File: config.mk
export PLATFORM = sky130hd
export DESIGN_NAME = pspc_top
export DESIGN_NICKNAME = d
export VERILOG_FILES = /design/src/rtl/pspc_sync.v /design/src/rtl/pspc_blank.v /design/src/rtl/pspc_top.v
export VERILOG_INCLUDE_DIRS = /design/src /design/src/inc
export SDC_FILE = /design/constraint.sdc
export NUM_CORES = 1
export LEC_CHECK = 0
export BUFFER_PORTS_ARGS = -buffer_cell sky130_fd_sc_hd__buf_4
export CAP_MARGIN = 20
export CORE_MARGIN = 3
export CORE_UTILIZATION = 35
export DETAILED_ROUTE_END_ITERATION = 10
export HOLD_SLACK_MARGIN = 0.05
export PLACE_DENSITY = 0.51
export RECOVER_POWER = 100
export SYNTH_ARGS = -nofsm -noshare
export SYNTH_HDL_FRONTEND = slang
export SYNTH_SLANG_ARGS = --single-unit
File: constraint.sdc
create_clock -name core_clk_i -period 4.8 [get_ports core_clk_i]
set_clock_uncertainty 0.2 [all_clocks]
set_input_delay 0.24 -clock core_clk_i [delete_from_list [all_inputs] [get_ports core_clk_i]]
set_output_delay 0.24 -clock core_clk_i [all_outputs]
set_load 0.005 [all_outputs]
File: src/inc/pspc_defines.vh
// pspc_defines.vh: register offsets, field positions, reset values and timing counts
// assumes a 20 MHz core clock and an 8-bit register port
`ifndef PSPC_DEFINES_VH
`define PSPC_DEFINES_VH
`define PSPC_ADDR_UV_CFG 3'h0
`define PSPC_ADDR_OC_CFG 3'h1
`define PSPC_ADDR_AC_CFG 3'h2
`define PSPC_ADDR_DC_CFG 3'h3
`define PSPC_ADDR_STATUS 3'h4
`define PSPC_ADDR_CLEAR 3'h5
`define PSPC_ADDR_IRQ_EN 3'h6
`define PSPC_UV_EN_BIT 7
`define PSPC_UV_THR_MSB 5
`define PSPC_UV_MASK 8'hBF
`define PSPC_OC_EN_BIT 7
`define PSPC_OC_LEB_MSB 6
`define PSPC_OC_LEB_LSB 5
`define PSPC_OC_THR_MSB 4
`define PSPC_OC_MASK 8'hFF
`define PSPC_AC_MASK 8'h7F
`define PSPC_DC_EN_BIT 7
`define PSPC_DC_MASK 8'h8F
`define PSPC_CFG_RESET 8'h00
`define PSPC_ST_UV_BIT 0
`define PSPC_ST_OC_BIT 1
`define PSPC_CLK_MHZ 20
`define PSPC_LEB0_NS 114
`define PSPC_LEB1_NS 213
`define PSPC_LEB2_NS 400
`define PSPC_LEB3_NS 780
// least times round up
`define PSPC_NS_CYC(ns) (((ns) * `PSPC_CLK_MHZ + 999) / 1000)
`endif

File: src/rtl/pspc_sync.v
// pspc_sync.v: three-stage input synchroniser, change accepted when stages two and three agree
// assumes the input is asynchronous to core_clk_i
`timescale 1ns/1ps
`default_nettype none
module pspc_sync (
  input wire core_clk_i,
  input wire rst_i,
  input wire async_i,
  output reg sync_o
);
  reg s1;
  reg s2;
  reg s3;
  always @(posedge core_clk_i or posedge rst_i) begin
    if (rst_i) begin
      s1 <= 1'b0;
      s2 <= 1'b0;
      s3 <= 1'b0;
      sync_o <= 1'b0;
    end else begin
      s1 <= async_i;
      s2 <= s1;
      s3 <= s2;
      if (s2 == s3) begin
        sync_o <= s3;
      end
    end
  end
endmodule // pspc_sync
`default_nettype wire

File: src/rtl/pspc_blank.v
// pspc_blank.v: leading-edge blanking timer for the overcurrent comparator
// assumes high-side conduction start is a same-clock level
`timescale 1ns/1ps
`include "pspc_defines.vh"
`default_nettype none
module pspc_blank (
  input wire core_clk_i,
  input wire rst_i,
  input wire conduct_i,
  input wire [1:0] sel_i,
  output wire blanked_o
);
  localparam integer C0_I = `PSPC_NS_CYC(`PSPC_LEB0_NS);
  localparam integer C1_I = `PSPC_NS_CYC(`PSPC_LEB1_NS);
  localparam integer C2_I = `PSPC_NS_CYC(`PSPC_LEB2_NS);
  localparam integer C3_I = `PSPC_NS_CYC(`PSPC_LEB3_NS);
  localparam [5:0] C0 = C0_I[5:0];
  localparam [5:0] C1 = C1_I[5:0];
  localparam [5:0] C2 = C2_I[5:0];
  localparam [5:0] C3 = C3_I[5:0];
  reg [5:0] cnt;
  reg conduct_d;
  reg [5:0] load;
  always @* begin
    case (sel_i)
      2'h0: load = C0;
      2'h1: load = C1;
      2'h2: load = C2;
      default: load = C3;
    endcase
  end
  always @(posedge core_clk_i or posedge rst_i) begin
    if (rst_i) begin
      cnt <= 6'h00;
      conduct_d <= 1'b0;
    end else begin
      conduct_d <= conduct_i;
      if (conduct_i && !conduct_d) begin
        cnt <= load - 6'h01;
      end else if (!conduct_i) begin
        cnt <= 6'h00;
      end else if (cnt != 6'h00) begin
        cnt <= cnt - 6'h01;
      end
    end
  end
  // blanking covers the first edge and the loaded count
  assign blanked_o = (conduct_i && !conduct_d) || (cnt != 6'h00);
endmodule // pspc_blank
`default_nettype wire

File: src/rtl/pspc_top.v
// pspc_top.v: protection and current-sense configuration registers with flags and interrupt
// assumes a one-cycle register port, comparator pins asynchronous, switching clock on core clock
//
// Notes on behaviour
// - input low flag sets while the supply sits below the threshold
// - input low flag clears by itself once the supply recovers
// - undervoltage detection works only while its enable bit 7 is one
// - input low flag sets regardless of interrupt enables
// - undervoltage threshold is a six-bit log code in bits 5-0
// - overcurrent sets its flag and ends the high-side pulse at once
// - high-side drive starts again at the next switching cycle
// - persisting overcurrent ends each new pulse again
// - software clears overcurrent flag; it re-sets unless a clean cycle passed
// - overcurrent flag sets regardless of interrupt enables
// - detection is blanked at each conduction start, 114 to 780 ns
// - overcurrent detection works only while its enable bit 7 is one
// - five-bit drop threshold in bits 4-0, 160 to 625 mV
// - four-bit AC sense gain code in bits 3-0
// - unimplemented bits read zero, reserved bits kept as fields
// - DC gain enable routes the gained sense signal into the loop
// - three-bit DC sense gain code in bits 2-0
`timescale 1ns/1ps
`include "pspc_defines.vh"
`default_nettype none
module pspc_top (
  input wire core_clk_i,
  input wire rst_i,
  input wire [2:0] addr_i,
  input wire [7:0] wdata_i,
  input wire wr_i,
  input wire rd_i,
  output reg [7:0] rdata_o,
  input wire supply_low_i,
  input wire overcurrent_i,
  input wire cycle_start_i,
  input wire pwm_i,
  output wire high_drive_o,
  output wire [5:0] undervoltage_threshold_o,
  output wire undervoltage_enable_o,
  output wire [4:0] overcurrent_threshold_o,
  output wire overcurrent_enable_o,
  output wire [3:0] ac_gain_select_o,
  output wire [2:0] dc_gain_select_o,
  output wire dc_gain_loop_enable_o,
  output wire irq_o
);
  // ----------------------------------------------------------------
  // configuration registers
  // ----------------------------------------------------------------
  reg [7:0] uv_cfg;
  reg [7:0] oc_cfg;
  reg [7:0] ac_cfg;
  reg [7:0] dc_cfg;
  reg [1:0] irq_en;
  reg [1:0] status;
  always @(posedge core_clk_i or posedge rst_i) begin
    if (rst_i) begin
      uv_cfg <= `PSPC_CFG_RESET;
      oc_cfg <= `PSPC_CFG_RESET;
      ac_cfg <= `PSPC_CFG_RESET;
      dc_cfg <= `PSPC_CFG_RESET;
      irq_en <= 2'h0;
    end else if (wr_i) begin
      case (addr_i)
        `PSPC_ADDR_UV_CFG: uv_cfg <= wdata_i & `PSPC_UV_MASK;
        `PSPC_ADDR_OC_CFG: oc_cfg <= wdata_i & `PSPC_OC_MASK;
        `PSPC_ADDR_AC_CFG: ac_cfg <= wdata_i & `PSPC_AC_MASK;
        `PSPC_ADDR_DC_CFG: dc_cfg <= wdata_i & `PSPC_DC_MASK;
        `PSPC_ADDR_IRQ_EN: irq_en <= wdata_i[1:0];
        default: irq_en <= irq_en;
      endcase
    end
  end
  // ----------------------------------------------------------------
  // field outputs
  // ----------------------------------------------------------------
  assign undervoltage_threshold_o = uv_cfg[`PSPC_UV_THR_MSB:0];
  assign undervoltage_enable_o = uv_cfg[`PSPC_UV_EN_BIT];
  assign overcurrent_threshold_o = oc_cfg[`PSPC_OC_THR_MSB:0];
  assign overcurrent_enable_o = oc_cfg[`PSPC_OC_EN_BIT];
  assign ac_gain_select_o = ac_cfg[3:0];
  assign dc_gain_select_o = dc_cfg[2:0];
  assign dc_gain_loop_enable_o = dc_cfg[`PSPC_DC_EN_BIT];
  // ----------------------------------------------------------------
  // comparator inputs
  // ----------------------------------------------------------------
  wire low_s;
  wire oc_s;
  wire blanked;
  pspc_sync u_sync_low (
    .core_clk_i(core_clk_i),
    .rst_i(rst_i),
    .async_i(supply_low_i),
    .sync_o(low_s)
  );
  pspc_sync u_sync_oc (
    .core_clk_i(core_clk_i),
    .rst_i(rst_i),
    .async_i(overcurrent_i),
    .sync_o(oc_s)
  );
  // ----------------------------------------------------------------
  // high-side drive and cycle-by-cycle limit
  // ----------------------------------------------------------------
  reg terminated;
  reg clean_cycle;
  wire oc_hit;
  pspc_blank u_blank (
    .core_clk_i(core_clk_i),
    .rst_i(rst_i),
    .conduct_i(pwm_i && !terminated),
    .sel_i(oc_cfg[`PSPC_OC_LEB_MSB:`PSPC_OC_LEB_LSB]),
    .blanked_o(blanked)
  );
  assign oc_hit = oc_cfg[`PSPC_OC_EN_BIT] && oc_s && pwm_i && !blanked;
  // drive is cut in the same cycle as the hit
  assign high_drive_o = pwm_i && !terminated && !oc_hit;
  always @(posedge core_clk_i or posedge rst_i) begin
    if (rst_i) begin
      terminated <= 1'b0;
      clean_cycle <= 1'b0;
    end else begin
      if (cycle_start_i) begin
        // each new cycle restarts the drive; blanking then re-arms detection
        terminated <= 1'b0;
      end else if (oc_hit) begin
        terminated <= 1'b1;
      end
      if (oc_hit) begin
        clean_cycle <= 1'b0;
      end else if (cycle_start_i && !terminated) begin
        clean_cycle <= 1'b1;
      end
    end
  end
  // ----------------------------------------------------------------
  // status flags, interrupt enables not involved in setting
  // ----------------------------------------------------------------
  wire clr_wr;
  wire uv_now;
  assign clr_wr = wr_i && (addr_i == `PSPC_ADDR_CLEAR);
  assign uv_now = uv_cfg[`PSPC_UV_EN_BIT] && low_s;
  always @(posedge core_clk_i or posedge rst_i) begin
    if (rst_i) begin
      status <= 2'h0;
    end else begin
      // input low flag follows its condition, clear write has no effect
      status[`PSPC_ST_UV_BIT] <= uv_now;
      if (oc_hit || (!clean_cycle && status[`PSPC_ST_OC_BIT])) begin
        // set wins over clear; re-set while no clean cycle has passed
        status[`PSPC_ST_OC_BIT] <= 1'b1;
      end else if (clr_wr && wdata_i[`PSPC_ST_OC_BIT]) begin
        status[`PSPC_ST_OC_BIT] <= 1'b0;
      end
    end
  end
  assign irq_o = |(status & irq_en);
  // ----------------------------------------------------------------
  // read port
  // ----------------------------------------------------------------
  always @(posedge core_clk_i or posedge rst_i) begin
    if (rst_i) begin
      rdata_o <= 8'h00;
    end else if (rd_i) begin
      case (addr_i)
        `PSPC_ADDR_UV_CFG: rdata_o <= uv_cfg;
        `PSPC_ADDR_OC_CFG: rdata_o <= oc_cfg;
        `PSPC_ADDR_AC_CFG: rdata_o <= ac_cfg;
        `PSPC_ADDR_DC_CFG: rdata_o <= dc_cfg;
        `PSPC_ADDR_STATUS: rdata_o <= {6'h00, status};
        `PSPC_ADDR_IRQ_EN: rdata_o <= {6'h00, irq_en};
        default: rdata_o <= 8'h00;
      endcase
    end else begin
      rdata_o <= 8'h00;
    end
  end
endmodule // pspc_top
`default_nettype wire

# Yosys cells after proc, flatten, opt, wreduce, memory -nomap -nowiden
# Cells that the tools add are included.
[totals]
ff_bits = 56
wordCells = 76
inputBits = 19
[classes]
add_sub_neg = 2
eq_ne = 11
bitwise = 1
n_mux = 12
n_reduce_logical = 30
[ops]
columns = ["op", "count"]
rows = [
  ["$pmux W8 S6", 1],
  ["$mux W6", 3],
  ["$pmux W5 S3", 1],
  ["$logic_and A1 B1 Y1", 11],
  ["$reduce_and A2 Y1", 5],
  ["$eq A3 B3 Y1 const B", 3],
  ["$mux W8", 1],
  ["$eq A3 B2 Y1 const B", 2],
  ["$mux W1", 6],
  ["$reduce_bool A2 Y1", 3],
  ["$reduce_bool A6 Y1", 1],
  ["$sub A5 B1 Y6 const B", 1],
  ["$sub A6 B1 Y6 const B", 1],
  ["$logic_not A1 Y1", 5],
  ["$eq A3 B1 Y1 const B", 1],
  ["$logic_not A3 Y1", 1],
  ["$ne A3 B3 Y1 const B", 1],
  ["$and A2 B2 Y2", 1],
  ["$eq A1 B1 Y1", 2],
  ["$eq A2 B1 Y1 const B", 1],
  ["$eq A2 B2 Y1 const B", 1],
  ["$logic_not A2 Y1", 1],
  ["$logic_or A1 B1 Y1", 2],
  ["$reduce_or A2 Y1", 1],
]

# Depth between registers and ports, before layout
# Gate-level depths: netlist (run 1).
[logic_depth]
depth_word = 8
ltp_mapped = 6
ltp_nobuf = 5

# By module
# From an unflattened synthesis (run 1), not the netlist that was laid out.
[hier_totals]
cells_unflattened = 198
hier_area_um2 = 2566.2
[modules_own_cells]
columns = ["module", "cells_each", "n_inst", "area_per_inst_um2", "seq_area_each_um2"]
rows = [
  ["pspc_top", 141, 1, 1909.3, 1026.0],
  ["pspc_blank", 45, 1, 426.7, 175.2],
  ["pspc_sync", 6, 2, 115.1, 100.1],
]

# Least setup slack after synthesis (run 1)
# No wires, ideal clock.
[synth_timing]
path_kind = "register -> register"
startpoint = "register u_blank.cnt[0]"
endpoint = "register u_blank.cnt[1]"
path_stages_with_launch = 7
slack_ns = 2.757
arrival_time_ns = 1.739
cell_sequence = "dfrtp_1 > inv_1 > ha_1 > or4b_1 > buf_2 > or4_1 > o311ai_1"
[synth_between]
elab_chain_len = 4
elab_cells_between_ends = 6
classes_between = "add/sub (1); eq/ne (1); mux (3); reduce/logical (1)"
[synth_lines]
columns = ["element", "line_no", "text"]
rows = [
  ["from (decl)", "pspc_blank.v:21", "reg [5:0] cnt;"],
  ["from (signal assigned)", "pspc_blank.v:39", "cnt <= load - 6'h01;"],
  ["from (signal assigned)", "pspc_blank.v:43", "cnt <= cnt - 6'h01;"],
  ["$sub A6 B1 Y6", "pspc_blank.v:43", ""],
  ["$mux W6", "pspc_blank.v:42", "end else if (cnt != 6'h00) begin"],
  ["$mux W6", "pspc_blank.v:40", "end else if (!conduct_i) begin"],
  ["$mux W6", "pspc_blank.v:38", "if (conduct_i && !conduct_d) begin"],
]
# Several ways; a longest one is shown, not always the timed one. The select of a mux whose other input is x is not followed.
# A chain may end at the register's enable or synchronous reset.

# Final worst setup path (run 1)
[layout_timing]
startpoint = "register u_blank.cnt[0]"
endpoint = "output port high_drive_o"
[layout_between]
elab_chain_len = 6
[layout_lines]
columns = ["element", "line_no", "text"]
rows = [
  ["$reduce_bool A6 Y1", "pspc_blank.v:48", "assign blanked_o = (conduct_i && !conduct_d) || (cnt != 6'h00);"],
  ["$logic_or A1 B1 Y1", "pspc_blank.v:48", ""],
  ["$logic_not A1 Y1", "pspc_top.v:115", "assign oc_hit = oc_cfg[`PSPC_OC_EN_BIT] && oc_s && pwm_i && !blanked;"],
  ["$logic_and A1 B1 Y1", "pspc_top.v:115", ""],
  ["$logic_not A1 Y1", "pspc_top.v:117", "assign high_drive_o = pwm_i && !terminated && !oc_hit;"],
  ["$logic_and A1 B1 Y1", "pspc_top.v:117", ""],
  ["to (decl)", "pspc_top.v:37", "output wire high_drive_o,"],
]
# Every way passes these cells.

==> impl_metrics.toml, run 1 <==
[timing]
finalSetupTns_ns = 0
max_freq_mhz = 376.0
setup_slack_ns = 2.141
slew_viol_final = 0
period_share_pct = 55.40
period_needed_ns = 2.659
rsz0062_at_grt = "no"
setup_viol = 0
tightest_slew_ns = 1.431
relSlewSlack_pct = 4.376
hold_viol_final = 0

[pwr]
seq_power_share_pct = 54.4
p_comb_share_pct = 25.5
max-vdd-ir-drop_v = 0.0001915
p_leak_nw = 1.364
intPower_w = 0.0008244
clkPwrFrac_pct = 20.1
switching_power_w = 0.0003185
switching_share_pct = 27.87
power.density_nw_per_um2 = 370.7

[setup_path]
required_ns = 4.36
critPathMaxFanout = 8
end_kind = "output pin"
r2r-end = "u_blank.cnt[1]$_DFFE_PP0P_"
cp_slowest_cell = "or4b_1"
critPathTopFamily = "simple AND/OR/NAND/NOR gates"
reg2regPathDepth = 5
crit_buf_inv = 2
cp_slowest_stage_delay_ns = 0.57
start_kind = "flip-flop"
path_class = "reg2out"
worstPathArrival_ns = 2.22
r2r_setup_slack_ns = 2.61
cp_cell_sequence = "inv_1, ha_1, or4b_1, nor3_1, nor2_1, clkbuf_4"
timing.rr.start = "u_blank.cnt[0]$_DFFE_PP0P_"

[placed_design]
portBuffers = 49
dp_hpwl_mm = 3.661
dp_slack_ns = 2.450
gp_congestion = 0.7474

[run]
maxCapViolCount = 0

[global_route]
grt_remaining_overflow = 0
grt_max_degree = 57
grt_usage_pct = 13.19
grt_pass1_wl_mm = 8.728
grt_pass1_vias = 1618
antenna_found_initial = 0

[yosys]
synth-edff-count = 0
ys_top_cells_by_count = "56 x dfrtp_1, 32 x mux2_2, 12 x buf_4"
synth_area_leaders = "dfrtp_1 55%, mux2_2 14%, buf_4 3.6%, mux4_2 3.6%, nor2b_1 1.7%"
syn_avg_cell_area_sq_um = 13.00
synthesis.nets = 216
ys_types = 43
yosysTopAreaCell = "dfrtp_1"
synth_cells = 195
async_flop_share_pct = 100.0
ys_warn_count = 0
yosysMostFrequentCell = "dfrtp_1"
synth_seq_cells = 56
ys.flop_type = "dfrtp_1"
ys_seq_area_share_pct = 55.28
yosysTopAreaCellShare_pct = 55.28
mappedNetlistArea_sq_um = 2535

[status]
outcome = "completed"

[clocking]
clockBufferDepth = 2
cts.sink_count = 56
cts_buffers = 5
htree_levels = 2
cts_tree = "done"
ctsResizeCount = 0
path_clk_slew_ns = 0.09
clk_latency_ns = 0.29
root_buffer = "clkbuf_8"

[die]
fp.dieW_microns = 91.11
die-area_sq_um = 8300
core_area_sq_um = 6907
io_pins = 50
die_y_microns = 91.11
fp-row-count = 30
initial_core_util_pct = 36.70

[layout]
area.growth.synth_to_final_pct = 21.62
final_layout_size_suffix_gt1_share_pct = 37.04
nets = 266
fillers = 700
n_antenna_cell = 0

[route]
final_antenna_net_count = 0
drt-initial-drc-count = 76
drt_drc_violations_left = 0
vias = 1625
viasPerCell = 4.794
wl_per_cell_microns = 15.53
routed_wl_mm = 5.264
firstDrtPassIters = 4

[min_path]
hold_end = "rdata_o[1]$_DFF_PP0_"
hp-class = "in2reg"
min-delay-start = "addr_i[2]"
min_path_cells = 3
==> cells in the final DEF, fill, tap and decap left out, types with 3 or more instances in the layout <==
cell / n
nor3_1: 4
dfrtp_1: 56
nand2_1: 4
a21oi_1: 3
mux2_2: 31
mux2i_1: 3
nor2_1: 7
clkbuf_4: 32
inv_1: 8
nand2b_1: 5
dlygate4sd3_1: 13
clkbuf_8: 5
buf_4: 15
nand3b_1: 3
o2111ai_1: 3
mux4_2: 4
nor2b_1: 7
clkbuf_1: 3
==> worst reg2reg max path, cell delays in order (launching register included) <==
cell and delay, ns:
dfrtp_1 0.41, inv_1 0.11, ha_1 0.16, or4b_1 0.57
or4_1 0.54, o311ai_0 0.10
==> state kept, by name, indices dropped and copies added (netlist names) <==
signal	cells
dc_cfg	5
u_sync_low.s3	1
u_sync_low.s1	1
clean_cycle	1
ac_cfg	7
oc_cfg	8
u_sync_oc.s3	1
uv_cfg	7
terminated	1
u_sync_oc.sync_o	1
u_blank.conduct_d	1
u_blank.cnt	6
status	2
rdata_o	8
u_sync_oc.s2	1
irq_en	2
u_sync_low.s2	1
u_sync_oc.s1	1
u_sync_low.sync_o	1
==> final cells by class <==
type	instances	area [sq um]	area share [%]
flip-flops and latches	56	1401	45.45
well taps	96	120.1	3.896
multi-input cells	111	968.4	31.41
clock buffers	5	68.82	2.232
inverters	8	30.03	0.9740
repair buffers	63	494.2	16.03
==> cell families after synthesis <==
| family | count (synthesis) | share of synthesized area [%] |
|---|---|---|
| buf+inv | 28 | 6.120 |
| compound gates | 23 | 6.911 |
| simple gates | 45 | 10.96 |
| fa+ha+maj | 4 | 1.777 |
| flops | 56 | 55.28 |
| mux | 39 | 18.95 |
==> stage by stage <==
stage / utilization [%] / hold slack (ns) / total power [W] / std cells / cell area, sq um
CTS: 44.95 / 0.07698 / 0.001175 / 339 / 3104
floorplan: - / 0.07143 / 0.0008230 / 195 / 2535
detailed placement: 42.07 / 0.1347 / 0.0009305 / 321 / 2905
global placement: 42.07 / 0.1322 / 0.0009282 / 321 / 2905
global route: 44.64 / 0.1003 / 0.001218 / 339 / 3083
finish: 44.64 / 0.09046 / 0.001143 / 339 / 3083
==> worst max-delay path by stage <==
stage	end	start	slack, ns	depth (start not counted)
2_1_floorplan	u_blank.cnt[1]$_DFFE_PP0P_	u_blank.cnt[0]$_DFFE_PP0P_	2.76	6
3_3_place_gp	high_drive_o	u_blank.cnt[0]$_DFFE_PP0P_	2.50	6
3_5_place_dp	high_drive_o	u_blank.cnt[0]$_DFFE_PP0P_	2.45	6
4_1_cts	high_drive_o	u_blank.cnt[0]$_DFFE_PP0P_	2.11	6
5_1_grt	high_drive_o	u_blank.cnt[0]$_DFFE_PP0P_	1.93	6
6_report	high_drive_o	u_blank.cnt[0]$_DFFE_PP0P_	2.14	6
==> power groups by stage <==
stage                     clock network, W  logic (W)  registers, W
after floorplan                          0   0.000215      0.000608
after detailed placement                 0   0.000296      0.000634
after global placement                   0   0.000295      0.000633
after global routing              0.000257   0.000323      0.000638
final                             0.000230   0.000291      0.000622
after CTS                         0.000244   0.000306      0.000625
==> what timing repair did <==
item / 4_1_cts / 5_1_grt
hold endpoints to repair: 91 / 0
setup buffers: 0 / 0
hold buffers: 13 / 0
==> per-layer routing <==
| metal | track usage [%] | part of all wire (%) |
|---|---|---|
| met4 | 3.392 | 0.57 |
| met1 | 18.65 | 50 |
| met2 | 20.48 | 46 |
| met3 | 2.983 | 3.6 |
| met5 | 0 | 0 |
Power figures use the tool's default switching activity.
==> inputs of run 2 (changes only) <==
- clock period: 4.8 -> 2.65 ns (I/O delays scaled with it)
==> impl_metrics.toml, run 2 (synthesized netlist as in run 1, its figures left out) <==
[setup_path]
worstPathArrival_ns = 2.13
end_kind = "output pin"
path_class = "reg2out"
r2r_setup_slack_ns = 0.45
cp_cell_sequence = "inv_1, ha_1, or4b_1, nor3_1, buf_4, nor2_1, clkbuf_4"
start_kind = "flip-flop"
cp_slowest_cell = "or4b_1"
critPathMaxFanout = 8
cp_slowest_stage_delay_ns = 0.58
required_ns = 2.32

[route]
final_antenna_net_count = 0
drt_drc_violations_left = 0
drt-initial-drc-count = 70
wl_per_cell_microns = 15.41
firstDrtPassIters = 4
vias = 1680
viasPerCell = 4.828
routed_wl_mm = 5.364

[min_path]
hp-class = "in2reg"

[timing]
worst_hold_slack_ns = 0.06574
finalSetupTns_ns = 0
period_needed_ns = 2.463
rsz0062_at_grt = "no"
relSlewSlack_pct = 27.54
setup_slack_ns = 0.1866
tightest_slew_ns = 1.086
max_freq_mhz = 405.9
setup_viol = 0
slew_viol_final = 0
hold_viol_final = 0
period_share_pct = 92.96

[clocking]
cts_buffers = 5
cts.sink_count = 56
clk_latency_ns = 0.30
ctsResizeCount = 0
root_buffer = "clkbuf_8"
path_clk_slew_ns = 0.09
htree_levels = 2
cts_tree = "done"
clockBufferDepth = 2

[pwr]
max-vdd-ir-drop_v = 0.0002969
intPower_w = 0.001702
p_leak_nw = 1.422
switching_share_pct = 26.21
seq_power_share_pct = 48.9
p_comb_share_pct = 23.2
power.density_nw_per_um2 = 722.1
switching_power_w = 0.0006046
clkPwrFrac_pct = 27.9

[die]
die_y_microns = 91.11
fp.dieW_microns = 91.11
io_pins = 50
fp-row-count = 30
core_area_sq_um = 6907
die-area_sq_um = 8300
initial_core_util_pct = 36.70

[layout]
area.growth.synth_to_final_pct = 26.01
n_antenna_cell = 0
nets = 273
reg.largest.list = "oc_cfg: 8 flops, rdata_o: 8 flops"
mostFrequentLayoutCell = "dfrtp_1"
final_cell_mix = "56 x dfrtp_1, 33 x clkbuf_4, 32 x mux2_2, 16 x dlygate4sd3_1, 15 x buf_4"
fin_area_sq_um = 3194
final_layout_size_suffix_gt1_share_pct = 38.10

[placed_design]
placed_area_sq_um = 2948
gp_congestion = 0.7259
dp_hpwl_mm = 3.786
dp_slack_ns = 0.4900
portBuffers = 49

[global_route]
grt_pass1_vias = 1684
grt_pass1_wl_mm = 8.935
grt_usage_pct = 13.54
antenna_found_initial = 0
grt_remaining_overflow = 0
grt_max_degree = 30

[status]
outcome = "completed"

[run]
maxCapViolCount = 0
==> run 2: changes by cell type in the layout (fill, tap and decap cells not counted) <==
| cell | before | now |
|---|---|---|
| dlygate4sd3_1 | 13 | 16 |
| bufinv_16 | 0 | 2 |
| clkbuf_2 | 0 | 2 |
| clkbuf_1 | 3 | 4 |
| clkbuf_4 | 32 | 33 |
| mux2_1 | 1 | 0 |
| mux2_2 | 31 | 32 |
==> run 2: layer usage <==
metal	share of wire, %	track usage (%)
met1	50	19.69
met2	45	19.93
met3	3.4	2.734
met4	1.0	4.899
met5	0	0
==> run 2: layout make-up <==
class,count,area (sq um)
clock buffers,5,68.82
flip-flops and latches,56,1401
repair buffers,70,545.5
clock inverters,2,60.06
fillers,665,3712
multi-input cells,111,968.4
inverters,8,30.03
well taps,96,120.1
==> run 2: timing repair <==
| action | 4_1_cts | 5_1_grt |
|---|---|---|
| buffers inserted | 0 | 0 |
| hold buffers | 16 | 0 |
| setup endpoints to repair | 0 | 0 |
| hold endpoints to repair | 64 | 0 |
==> run 2: power by group through the flow <==
stage / clock, W / combinational (W) / sequential (W)
2_1_floorplan: 0 / 0.000389 / 0.00110
3_3_place_gp: 0 / 0.000541 / 0.00115
3_5_place_dp: 0 / 0.000538 / 0.00115
4_1_cts: 0.000664 / 0.000561 / 0.00113
5_1_grt: 0.000689 / 0.000594 / 0.00115
6_report: 0.000644 / 0.000535 / 0.00113
==> run 2: path summary, 6_finish.rpt <==
path | start | to | cells after the start
hold / removal | pwm_i | u_blank.cnt[4]$_DFFE_PP0P_ | 3
hold reg to reg | u_sync_oc.s1$_DFF_PP0_ | u_sync_oc.s2$_DFF_PP0_ | 0
setup / recovery | u_blank.cnt[0]$_DFFE_PP0P_ | high_drive_o | 7
max in group asynchronous | rst_i | ac_cfg[6]$_DFFE_PP0P_ | 4
setup reg to reg | u_blank.cnt[0]$_DFFE_PP0P_ | u_blank.cnt[1]$_DFFE_PP0P_ | 5
min in group asynchronous | rst_i | u_sync_low.s2$_DFF_PP0_ | 3
==> run 2: per-stage QoR <==
step	utilization [%]	cells	total power, W
2_1_floorplan	-	195	0.001491
3_3_place_gp	42.68	325	0.001687
3_5_place_dp	42.68	325	0.001687
4_1_cts	46.87	348	0.002356
5_1_grt	46.25	348	0.002438
6_report	46.25	348	0.002307
==> run 2: critical path, delay by kind of cell, from the launching register on <==
| kind | cells | cell delay (ns) |
|---|---|---|
| DFF | 1 | 0.41 |
| adders and majority gates | 1 | 0.16 |
| and+or+nand+nor | 3 | 0.85 |
| buffers and inverters | 3 | 0.41 |
